$ cat config.mk
export PLATFORM = sky130hd
export DESIGN_NAME = sms_port
export DESIGN_NICKNAME = d
export VERILOG_FILES = /design/src/hdl/sms_pkg.sv /design/src/hdl/sms_clk_div.sv /design/src/hdl/sms_port.sv
export VERILOG_INCLUDE_DIRS = /design/src /design/src/hdl
export SDC_FILE = /design/constraint.sdc
export NUM_CORES = 1
export LEC_CHECK = 0
export BUFFER_PORTS_ARGS = -buffer_cell sky130_fd_sc_hd__buf_2
export CORE_MARGIN = 1
export CORE_UTILIZATION = 40
export CTS_CLUSTER_DIAMETER = 120
export DETAILED_ROUTE_END_ITERATION = 7
export GPL_ROUTABILITY_DRIVEN = 0
export PLACE_DENSITY_LB_ADDON = 0.12
export SLEW_MARGIN = 20
export SYNTH_ARGS = -nofsm -noshare
export SYNTH_HDL_FRONTEND = slang
export SYNTH_HIERARCHICAL = 1
export SYNTH_SLANG_ARGS = --single-unit
$ cat constraint.sdc
create_clock -name clk_i -period 2.9 [get_ports clk_i]
set_input_delay 0.145 -clock clk_i [delete_from_list [all_inputs] [get_ports clk_i]]
set_output_delay 0.145 -clock clk_i [all_outputs]
set_load 0.05 [all_outputs]
$ cat src/hdl/sms_defines.svh
`ifndef SMS_DEFINES_SVH
`define SMS_DEFINES_SVH

// Register offsets on the plain register port
`define SMS_ADDR_CTRL   8'h2c
`define SMS_ADDR_STAT   8'h2d
`define SMS_ADDR_DATA   8'h2e

// Control register fields
`define SMS_CTRL_XIE    7
`define SMS_CTRL_ON     6
`define SMS_CTRL_ORDER  5
`define SMS_CTRL_MS     4
`define SMS_CTRL_CPOL   3
`define SMS_CTRL_CPHA   2
`define SMS_CTRL_RHI    1
`define SMS_CTRL_RLO    0
`define SMS_CTRL_RST    8'h00

// Status register fields
`define SMS_STAT_DONE   7
`define SMS_STAT_CLASH  6
`define SMS_STAT_DBL    0
`define SMS_STAT_RST    8'h00

// System clocks per serial clock, indexed by {double, hi, lo}
`define SMS_DIV_0       8'h04
`define SMS_DIV_1       8'h10
`define SMS_DIV_2       8'h40
`define SMS_DIV_3       8'h80
`define SMS_DIV_4       8'h02
`define SMS_DIV_5       8'h08
`define SMS_DIV_6       8'h20
`define SMS_DIV_7       8'h40

// Sixteen serial clock edges make one byte
`define SMS_LAST_EDGE   4'hf

`endif

$ cat src/hdl/sms_pkg.sv
package sms_pkg;

  typedef enum logic [1:0] {
    SMS_IDLE = 2'b01,
    SMS_RUN  = 2'b10
  } sms_state_t;

  typedef logic [7:0] sms_byte_t;

endpackage : sms_pkg

$ cat src/hdl/sms_clk_div.sv
`timescale 1ns/1ps
`include "sms_defines.svh"

module sms_clk_div
(
  // Clock and reset
  input  wire logic       clk_i,
  input  wire logic       rst_n_i,
  // Control
  input  wire logic       clr_i,
  input  wire logic [2:0] rate_i,
  // Half-period strobe
  output logic            tick_o
);

  logic [7:0] div;
  logic [6:0] half;
  logic [6:0] cnt_q;

  always_comb
  begin
    unique case (rate_i)
      3'h0: div = `SMS_DIV_0;
      3'h1: div = `SMS_DIV_1;
      3'h2: div = `SMS_DIV_2;
      3'h3: div = `SMS_DIV_3;
      3'h4: div = `SMS_DIV_4;
      3'h5: div = `SMS_DIV_5;
      3'h6: div = `SMS_DIV_6;
      3'h7: div = `SMS_DIV_7;
    endcase
    half = div[7:1];
  end

  always_ff @(posedge clk_i or negedge rst_n_i)
  begin
    if (!rst_n_i)
    begin
      cnt_q  <= 7'h00;
      tick_o <= 1'b0;
    end
    else if (clr_i)
    begin
      cnt_q  <= 7'h00;
      tick_o <= 1'b0;
    end
    else if (cnt_q == half - 7'h01)
    begin
      cnt_q  <= 7'h00;
      tick_o <= 1'b1;
    end
    else
    begin
      cnt_q  <= cnt_q + 7'h01;
      tick_o <= 1'b0;
    end
  end

  a_tick_spacing : assert property (@(posedge clk_i) disable iff (!rst_n_i)
    (tick_o && !clr_i && half != 7'h01) |=> !tick_o)
    else $error("tick strobes too close for the selected rate");

  a_fast_rate : assert property (@(posedge clk_i) disable iff (!rst_n_i)
    (!clr_i && rate_i == 3'h4 && $past(!clr_i && rate_i == 3'h4)) |=> tick_o)
    else $error("fastest rate does not tick every cycle");

endmodule : sms_clk_div

$ cat src/hdl/sms_port.sv
`timescale 1ns/1ps
`include "sms_defines.svh"


module sms_port
  import sms_pkg::*;
(
  // Clock and reset
  input  wire logic            clk_i,
  input  wire logic            rst_n_i,
  // Register port
  input  wire logic [7:0]      addr_i,
  input  wire sms_pkg::sms_byte_t wdata_i,
  input  wire logic            wr_i,
  input  wire logic            rd_i,
  output sms_pkg::sms_byte_t   rdata_o,
  // Interrupt
  input  wire logic            gie_i,
  input  wire logic            irq_ack_i,
  output logic                 irq_o,
  // Software pin directions, one means output
  input  wire logic            sck_dir_i,
  input  wire logic            mosi_dir_i,
  input  wire logic            miso_dir_i,
  input  wire logic            ss_dir_i,
  // Serial pins
  input  wire logic            sck_i,
  output logic                 sck_o,
  output logic                 sck_oe_o,
  input  wire logic            mosi_i,
  output logic                 mosi_o,
  output logic                 mosi_oe_o,
  input  wire logic            miso_i,
  output logic                 miso_o,
  output logic                 miso_oe_o,
  input  wire logic            ss_n_i
);
  import sms_pkg::*;

  sms_byte_t  ctrl_q;
  sms_byte_t  sh_q;
  sms_byte_t  rx_q;
  sms_byte_t  sh_next;
  sms_state_t state_q;
  logic [3:0] cnt_q;
  logic [3:0] pin_raw;
  logic [3:0] s1_q;
  logic [3:0] s2_q;
  logic       sck_s3_q;
  logic       xfer_done_flag_q;
  logic       write_clash_flag_q;
  logic       dbl_q;
  logic       arm_xfer_done_flag_q;
  logic       arm_write_clash_flag_q;
  logic       out_q;
  logic       out_d;
  logic       tick;
  logic       on;
  logic       ms;
  logic       cpha;
  logic       lsb_first;
  logic       ss_s;
  logic       sck_s;
  logic       mosi_s;
  logic       slave_act;
  logic       fault;
  logic       busy;
  logic       m_edge;
  logic       s_edge;
  logic       lead;
  logic       edge_ev;
  logic       sample;
  logic       setup;
  logic       done;
  logic       din;
  logic       top;
  logic       wr_ctrl;
  logic       wr_data;
  logic       rd_stat;
  logic       data_acc;
  logic       start;

  assign on        = ctrl_q[`SMS_CTRL_ON];
  assign ms        = ctrl_q[`SMS_CTRL_MS];
  assign cpha      = ctrl_q[`SMS_CTRL_CPHA];
  assign lsb_first = ctrl_q[`SMS_CTRL_ORDER];

  assign wr_ctrl  = wr_i && addr_i == `SMS_ADDR_CTRL;
  assign wr_data  = wr_i && addr_i == `SMS_ADDR_DATA;
  assign rd_stat  = rd_i && addr_i == `SMS_ADDR_STAT;
  assign data_acc = (wr_i || rd_i) && addr_i == `SMS_ADDR_DATA;

  // Two-flop synchronisers for the pins the slave watches
  assign pin_raw = {ss_n_i, sck_i, mosi_i, miso_i};

  genvar g;
  generate
    for (g = 0; g < 4; g++)
    begin : g_sync
      always_ff @(posedge clk_i or negedge rst_n_i)
      begin
        if (!rst_n_i)
        begin
          s1_q[g] <= 1'b1;
          s2_q[g] <= 1'b1;
        end
        else
        begin
          s1_q[g] <= pin_raw[g];
          s2_q[g] <= s1_q[g];
        end
      end
    end
  endgenerate

  assign ss_s   = s2_q[3];
  assign sck_s  = s2_q[2];
  assign mosi_s = s2_q[1];

  always_ff @(posedge clk_i or negedge rst_n_i)
  begin
    if (!rst_n_i)
      sck_s3_q <= 1'b1;
    else
      sck_s3_q <= sck_s;
  end

  // Mode fault: only when the select pin is an input
  assign fault     = on && ms && !ss_dir_i && !ss_s;
  assign slave_act = on && !ms && !ss_s;
  assign busy      = state_q == SMS_RUN || (!ms && cnt_q != 4'h0);
  assign start     = wr_data && !busy && on && ms && !fault;

  // Rate bits always reach the divider; it is held clear outside SMS_RUN
  sms_clk_div u_div
  (
    .clk_i   (clk_i),
    .rst_n_i (rst_n_i),
    .clr_i   (state_q != SMS_RUN),
    .rate_i  ({dbl_q, ctrl_q[`SMS_CTRL_RHI], ctrl_q[`SMS_CTRL_RLO]}),
    .tick_o  (tick)
  );

  // Edge events; master takes an even edge count as leading, slave reads it from the clock level
  assign m_edge  = state_q == SMS_RUN && tick;
  assign s_edge  = slave_act && (sck_s != sck_s3_q);
  assign lead    = ms ? !cnt_q[0] : (sck_s ^ ctrl_q[`SMS_CTRL_CPOL]);
  assign edge_ev = m_edge || s_edge;
  assign sample  = edge_ev && (lead ^ cpha);
  assign setup   = edge_ev && !(lead ^ cpha);
  assign done    = edge_ev && cnt_q == `SMS_LAST_EDGE;

  // Master samples the pin directly; slave uses the synchronised copy
  assign din     = ms ? miso_i : mosi_s;
  assign sh_next = lsb_first ? {din, sh_q[7:1]} : {sh_q[6:0], din};
  assign top     = lsb_first ? sh_q[0] : sh_q[7];

  // Control register; a mode fault wins over a write of the master bit
  always_ff @(posedge clk_i or negedge rst_n_i)
  begin
    if (!rst_n_i)
      ctrl_q <= `SMS_CTRL_RST;
    else
    begin
      if (wr_ctrl)
        ctrl_q <= wdata_i;
      if (fault)
        ctrl_q[`SMS_CTRL_MS] <= 1'b0;
    end
  end

  always_ff @(posedge clk_i or negedge rst_n_i)
  begin
    if (!rst_n_i)
      dbl_q <= 1'b0;
    else if (wr_i && addr_i == `SMS_ADDR_STAT)
      dbl_q <= wdata_i[`SMS_STAT_DBL];
  end

  // Master sequencer
  always_ff @(posedge clk_i or negedge rst_n_i)
  begin
    if (!rst_n_i)
      state_q <= SMS_IDLE;
    else
    begin
      unique case (state_q)
        SMS_IDLE:
          if (start)
            state_q <= SMS_RUN;
        SMS_RUN:
          if (fault || !on || done)
            state_q <= SMS_IDLE;
      endcase
    end
  end

  // Edge counter, cleared when the slave is deselected or the port stops
  // Start clears it too, so slave edges seen before a role change cannot skew a byte
  always_ff @(posedge clk_i or negedge rst_n_i)
  begin
    if (!rst_n_i)
      cnt_q <= 4'h0;
    else if (!on || fault || start || (!ms && ss_s))
      cnt_q <= 4'h0;
    else if (edge_ev)
      cnt_q <= cnt_q + 4'h1;
  end

  // Shift register; a write during a transfer is refused
  always_ff @(posedge clk_i or negedge rst_n_i)
  begin
    if (!rst_n_i)
      sh_q <= 8'h00;
    else if (wr_data && !busy)
      sh_q <= wdata_i;
    else if (sample)
      sh_q <= sh_next;
  end

  // Receive buffer takes the byte only when complete, so partials are dropped
  always_ff @(posedge clk_i or negedge rst_n_i)
  begin
    if (!rst_n_i)
      rx_q <= 8'h00;
    else if (done)
      rx_q <= sample ? sh_next : sh_q;
  end

  // Output bit: phase 0 presents the first bit before any edge
  assign out_d = ((cnt_q == 4'h0 && !cpha && !edge_ev) || setup) ? top : out_q;

  always_ff @(posedge clk_i or negedge rst_n_i)
  begin
    if (!rst_n_i)
      out_q <= 1'b0;
    else
      out_q <= out_d;
  end

  // Serial clock generator; rests at the idle level
  always_ff @(posedge clk_i or negedge rst_n_i)
  begin
    if (!rst_n_i)
      sck_o <= 1'b0;
    else if (m_edge)
      sck_o <= ~sck_o;
    else if (state_q == SMS_IDLE)
      sck_o <= ctrl_q[`SMS_CTRL_CPOL];
  end

  // Pin drivers: slave drives only its data out, and only while selected
  always_ff @(posedge clk_i or negedge rst_n_i)
  begin
    if (!rst_n_i)
    begin
      sck_oe_o  <= 1'b0;
      mosi_oe_o <= 1'b0;
      miso_oe_o <= 1'b0;
    end
    else
    begin
      sck_oe_o  <= on && ms && !fault && sck_dir_i;
      mosi_oe_o <= on && ms && !fault && mosi_dir_i;
      miso_oe_o <= slave_act && miso_dir_i;
    end
  end

  always_ff @(posedge clk_i or negedge rst_n_i)
  begin
    if (!rst_n_i)
    begin
      mosi_o <= 1'b0;
      miso_o <= 1'b0;
    end
    else
    begin
      // Pins take the new bit at once; a lag would meet the next edge at /2
      mosi_o <= out_d;
      miso_o <= out_d;
    end
  end

  // Flag clear arms on a status read that saw the flag set
  always_ff @(posedge clk_i or negedge rst_n_i)
  begin
    if (!rst_n_i)
    begin
      arm_xfer_done_flag_q <= 1'b0;
      arm_write_clash_flag_q <= 1'b0;
    end
    else if (rd_stat)
    begin
      arm_xfer_done_flag_q <= xfer_done_flag_q;
      arm_write_clash_flag_q <= write_clash_flag_q;
    end
    else if (data_acc)
    begin
      arm_xfer_done_flag_q <= 1'b0;
      arm_write_clash_flag_q <= 1'b0;
    end
  end

  // Set wins over clear for both flags
  always_ff @(posedge clk_i or negedge rst_n_i)
  begin
    if (!rst_n_i)
      xfer_done_flag_q <= 1'b0;
    else if (done || fault)
      xfer_done_flag_q <= 1'b1;
    else if (irq_ack_i || (data_acc && arm_xfer_done_flag_q))
      xfer_done_flag_q <= 1'b0;
  end

  always_ff @(posedge clk_i or negedge rst_n_i)
  begin
    if (!rst_n_i)
      write_clash_flag_q <= 1'b0;
    else if (wr_data && busy)
      write_clash_flag_q <= 1'b1;
    else if (data_acc && arm_write_clash_flag_q)
      write_clash_flag_q <= 1'b0;
  end

  always_ff @(posedge clk_i or negedge rst_n_i)
  begin
    if (!rst_n_i)
      irq_o <= 1'b0;
    else
      irq_o <= ctrl_q[`SMS_CTRL_XIE] && xfer_done_flag_q && gie_i;
  end

  // Read data valid only in the cycle after the strobe
  always_ff @(posedge clk_i or negedge rst_n_i)
  begin
    if (!rst_n_i)
      rdata_o <= 8'h00;
    else if (rd_i)
    begin
      unique case (addr_i)
        `SMS_ADDR_CTRL: rdata_o <= ctrl_q;
        `SMS_ADDR_STAT: rdata_o <= {xfer_done_flag_q, write_clash_flag_q, 5'h00, dbl_q};
        `SMS_ADDR_DATA: rdata_o <= rx_q;
        default:        rdata_o <= 8'h00;
      endcase
    end
    else
      rdata_o <= 8'h00;
  end

  a_fault_to_slave : assert property (@(posedge clk_i) disable iff (!rst_n_i)
    fault |=> !ctrl_q[`SMS_CTRL_MS] && xfer_done_flag_q ##1 !sck_oe_o && !mosi_oe_o)
    else $error("mode fault did not force slave role");

  a_ms_sticky : assert property (@(posedge clk_i) disable iff (!rst_n_i)
    (!ctrl_q[`SMS_CTRL_MS] && !wr_ctrl) |=> !ctrl_q[`SMS_CTRL_MS])
    else $error("master bit set without a write");

  a_irq_gating : assert property (@(posedge clk_i) disable iff (!rst_n_i)
    irq_o |-> $past(gie_i) && $past(xfer_done_flag_q) && $past(ctrl_q[`SMS_CTRL_XIE]))
    else $error("interrupt raised without all enables");

  a_idle_level : assert property (@(posedge clk_i) disable iff (!rst_n_i)
    (state_q == SMS_IDLE)[*2] |-> sck_o == $past(ctrl_q[`SMS_CTRL_CPOL]))
    else $error("serial clock not at idle level");

  a_off_quiet : assert property (@(posedge clk_i) disable iff (!rst_n_i)
    !on |=> state_q == SMS_IDLE && cnt_q == 4'h0 && !miso_oe_o)
    else $error("port active while switched off");

  a_deselect_reset : assert property (@(posedge clk_i) disable iff (!rst_n_i)
    (!ms && ss_s) |=> cnt_q == 4'h0 && !miso_oe_o)
    else $error("slave logic not reset on deselect");

  a_clash_flag : assert property (@(posedge clk_i) disable iff (!rst_n_i)
    (wr_data && busy) |=> write_clash_flag_q && !$rose(state_q == SMS_RUN))
    else $error("write during transfer not flagged");

  a_done_flag : assert property (@(posedge clk_i) disable iff (!rst_n_i)
    done |=> xfer_done_flag_q && rx_q == $past(sample ? sh_next : sh_q))
    else $error("completed byte not flagged or buffered");

  a_master_len : assert property (@(posedge clk_i) disable iff (!rst_n_i)
    (start && dbl_q && ctrl_q[1:0] == 2'h0) |-> ##[17:20] xfer_done_flag_q)
    else $error("fastest master byte did not finish in time");

  c_master_byte : cover property (@(posedge clk_i) disable iff (!rst_n_i)
    m_edge && done);
  c_slave_byte : cover property (@(posedge clk_i) disable iff (!rst_n_i)
    s_edge && done);
  c_mode_fault : cover property (@(posedge clk_i) disable iff (!rst_n_i)
    fault);
  c_clash : cover property (@(posedge clk_i) disable iff (!rst_n_i)
    wr_data && busy);

endmodule : sms_port

==> summary.txt <==
ANT nets after route: 0
Post-route design area: 3830 um^2
GRT overflow: 0
HPWL Detailed: 4.85 mm
Hold Startpoint: mosi_dir_i
Layout area overhead: 19.4%
Bufs and invs on worst path: 0
Final setup vio count: 0
Nets: 373
Clk_lat worst skew: 0.34 ns
Initial Util: 41.5%
Syn nets: 310
Dpl cell area: 3590 um^2
Ys async rst share: 100%
Slowest Stage Delay on Critical Path: 0.53 ns
Gr usage total: 17.6%
Internal power: 1.55 mW
Sequential share of the synthesized area: 50.2%
Max IR drop VDD: 384 uV
Synth Warn #: 6
Layout cells sized above 1: 36.3%
Worst r2r src: ctrl_q[0]$_DFFE_PN0P_
CP endpoint kind: flip-flop
Cell family with the largest share of critical-path delay: simple AND/OR/NAND/NOR gates
DR pass1 iterations: 4
Slew Limit Headroom: 59.5%
H-tree Lvls: 3
First-pass GRT wire length: 11.2 mm
Post-Syn Area: 3210 um^2
WHS Path Cells: 2
Syn_area_per_cell: 11.6 um^2
Post-synthesis cell count: 276
Worst path cell trace: or3_1 -> ha_1 -> or3b_1 -> a21boi_1 -> o21ai_1 -> a2111oi_4 -> nor3_1
Area of the core: 7730 um^2
Combinational Power Share: 19.9%
Min Tclk post-route: 2.68 ns
Initial DRC Count: 71
Worst path required time: 3.10 ns
Initial antenna violation count: 0
Routed wire per std cell: 15.2 um
Switching share of power: 29.3%
Slew Viols, Final: 0
Num rows: 32
Clock root buffer: clkbuf_8
Port bufs: 44
Worst R2R Path Depth: 7
Post-synth EDFFs: 0
Multi-input logic area: 1540 um^2
Fin. Hold Viols: 0
Routed WL: 6.76 mm
Clk_skew: 0.0118 ns
Via count: 2,263
Flop2flop setup slack: 0.22 ns
Reg area: 1610 um^2
R2r endpoint: u_div/cnt_q[5]$_DFF_PN0_
Die footprint: 8390 um^2
Sequential group share of total power: 47.4%
Max_cap viols: 0
Worst hold path class: input port to flip-flop
I/O pins: 45
Vias per cell: 5.07
Number of global-route vias before repair: 2,237
End of the worst hold path: mosi_oe_o$_DFF_PN0_
Post-route DRC: 0
Max Fclk: 374 MHz
Most frequent cells in the layout: dfrtp_1, buf_2, mux2_2, nor2_1, nand2_1
Sw Pwr: 0.644 mW
Post-CTS Setup Inserts: 0
Yosys cell types: 52
Dominant synthesized flop cell: dfrtp_1
Critical Path Source Type: flip-flop
Crit path kind: flip-flop to flip-flop
Die Y: 91.6 um
Final Cycle Share: 92.3%
Clock sink total: 64
Unrepaired setup endpoints after global routing: false
Clk network pwr share: 32.7%
Num CTS Buffers: 9
Clock transition at path regs: 0.07 ns
Critical path fanouts, max: 11
Critical path arrival: 2.87 ns
Fillers: 725
Tightest Pin Transition: 0.606 ns
Leakage power: 1.81 nW
Commonest non-fill, non-tap cell in the layout: dfrtp_1
Largest net degree at the start of global routing: 31
Die Width: 91.6 um
#FFs+latches synth: 64
Util after Layout: 49.6%
Setup TNS: 0 ns
Ant diodes: 0
PwrDens: 572 nW/um^2
Slowest CP cell: a2111oi_4
CTS tree: yes
Run status: complete, no violations
Clock buffer depth: 2
==> state kept, by name, indices dropped and copies added, names as in the netlist, 2 cells and up <==
signal	flops
rx_q	8
u_div/cnt_q	7
rdata_o	8
state_q	2
ctrl_q	8
cnt_q	4
s1_q	3
sh_q	8
==> Yosys cell counts (2+ instances only) <==
cell type	number	area share, %
buf_2	2	0.31
a2111oi_4	2	1.7
inv_1	4	0.47
and3b_1	3	0.82
nor2_1	20	2.3
clkbuf_1	2	0.23
nor3_1	10	1.6
nor2b_1	3	0.58
ha_1	4	1.6
and3_1	3	0.58
buf_1	2	0.23
o2bb2ai_1	2	0.55
dfstp_2	8	6.5
o21ai_0	6	0.94
mux2_2	40	14
xor2_1	8	2.2
dfrtp_1	56	44
nand3_1	9	1.4
a31oi_1	2	0.39
nand2_1	17	2.0
nand2b_1	6	1.2
xnor2_1	8	2.2
and2_1	4	0.78
nand4_1	2	0.39
nor3b_1	2	0.47
a21oi_1	13	2.0
nand3b_1	4	0.94
mux2i_1	10	3.1
==> metrics by stage <==
stage	setup WS, ns	std cells	total power [mW]	hold slack (ns)
5_1_grt	0.0259	446	2.31	0.0120
4_1_cts	0.213	446	2.23	0.0122
6_report	0.223	446	2.20	0.0265
3_3_place_gp	0.295	424	1.48	0.00880
2_1_floorplan	0.402	276	1.35	-0.151
3_5_place_dp	0.237	424	1.49	0.00944
==> routing by layer <==
| layer | part of all wire [%] | vias to the layer above | track usage (%) |
|---|---|---|---|
| met1 | 48 | 1109 | 23.5 |
| met3 | 3.2 | 4 | 4.27 |
| met4 | 0.72 | 0 | 6.08 |
| met2 | 48 | 40 | 27.8 |
| met5 | 0 | - | 0 |
| li1 | - | 1110 | - |
==> power by group through the flow <==
stage	Sequential [mW]	Clock, mW	Combinational, mW
5_1_grt	1.05	0.777	0.482
3_3_place_gp	1.05	0	0.429
4_1_cts	1.04	0.743	0.444
2_1_floorplan	1.07	0	0.285
3_5_place_dp	1.06	0	0.433
6_report	1.04	0.717	0.437
==> cells by family (layout without fill, tap and decap cells) <==
kind of cell,count (synthesis),after routing,synth area share (%)
AOI/OAI and AO/OA,34,34,7.83
xor gates and xnor gates,17,17,4.87
adders and majority gates,4,4,1.56
buffers and inverters,12,80,1.83
DFF,64,64,50.2
muxes,51,51,17.5
and+or+nand+nor,94,94,16.2
==> repair_timing <==
| item | in CTS | in global routing |
|---|---|---|
| hold buffers | 6 | 0 |
| resized for setup | 0 | 0 |
| endpoints found under the hold margin | 14 | 0 |
==> worst max-delay path by stage <==
stage | to | start | slack [ns] | depth (start not counted)
3_5_place_dp | u_div/cnt_q[5]$_DFF_PN0_ | ctrl_q[0]$_DFFE_PN0P_ | 0.24 | 7
2_1_floorplan | u_div/cnt_q[2]$_DFF_PN0_ | ctrl_q[0]$_DFFE_PN0P_ | 0.40 | 8
3_3_place_gp | u_div/cnt_q[5]$_DFF_PN0_ | ctrl_q[0]$_DFFE_PN0P_ | 0.29 | 7
5_1_grt | u_div/cnt_q[5]$_DFF_PN0_ | ctrl_q[0]$_DFFE_PN0P_ | 0.03 | 7
4_1_cts | u_div/cnt_q[5]$_DFF_PN0_ | ctrl_q[0]$_DFFE_PN0P_ | 0.21 | 7
6_report | u_div/cnt_q[5]$_DFF_PN0_ | ctrl_q[0]$_DFFE_PN0P_ | 0.22 | 7
==> worst register-to-register path: cells and delay by family (launching register included) <==
kind                     cells  cell delay [ns]
adder cells (fa/ha/maj)      1             0.32
flip-flops                   1             0.47
AO/OA/AOI/OAI                3             0.85
AND/OR/NAND/NOR              3             0.92
==> cell type report <==
class	instances	share of cell area (%)
Sequential cell	64	42.0
Clock buffer	14	4.50
Multi-Input combinational cell	200	40.2
Clock inverter	2	0.326
Inverter	4	0.392
Timing Repair Buffer	60	9.27
Tap cell	102	3.33
No activity file was read; power rests on OpenSTA's default activity.
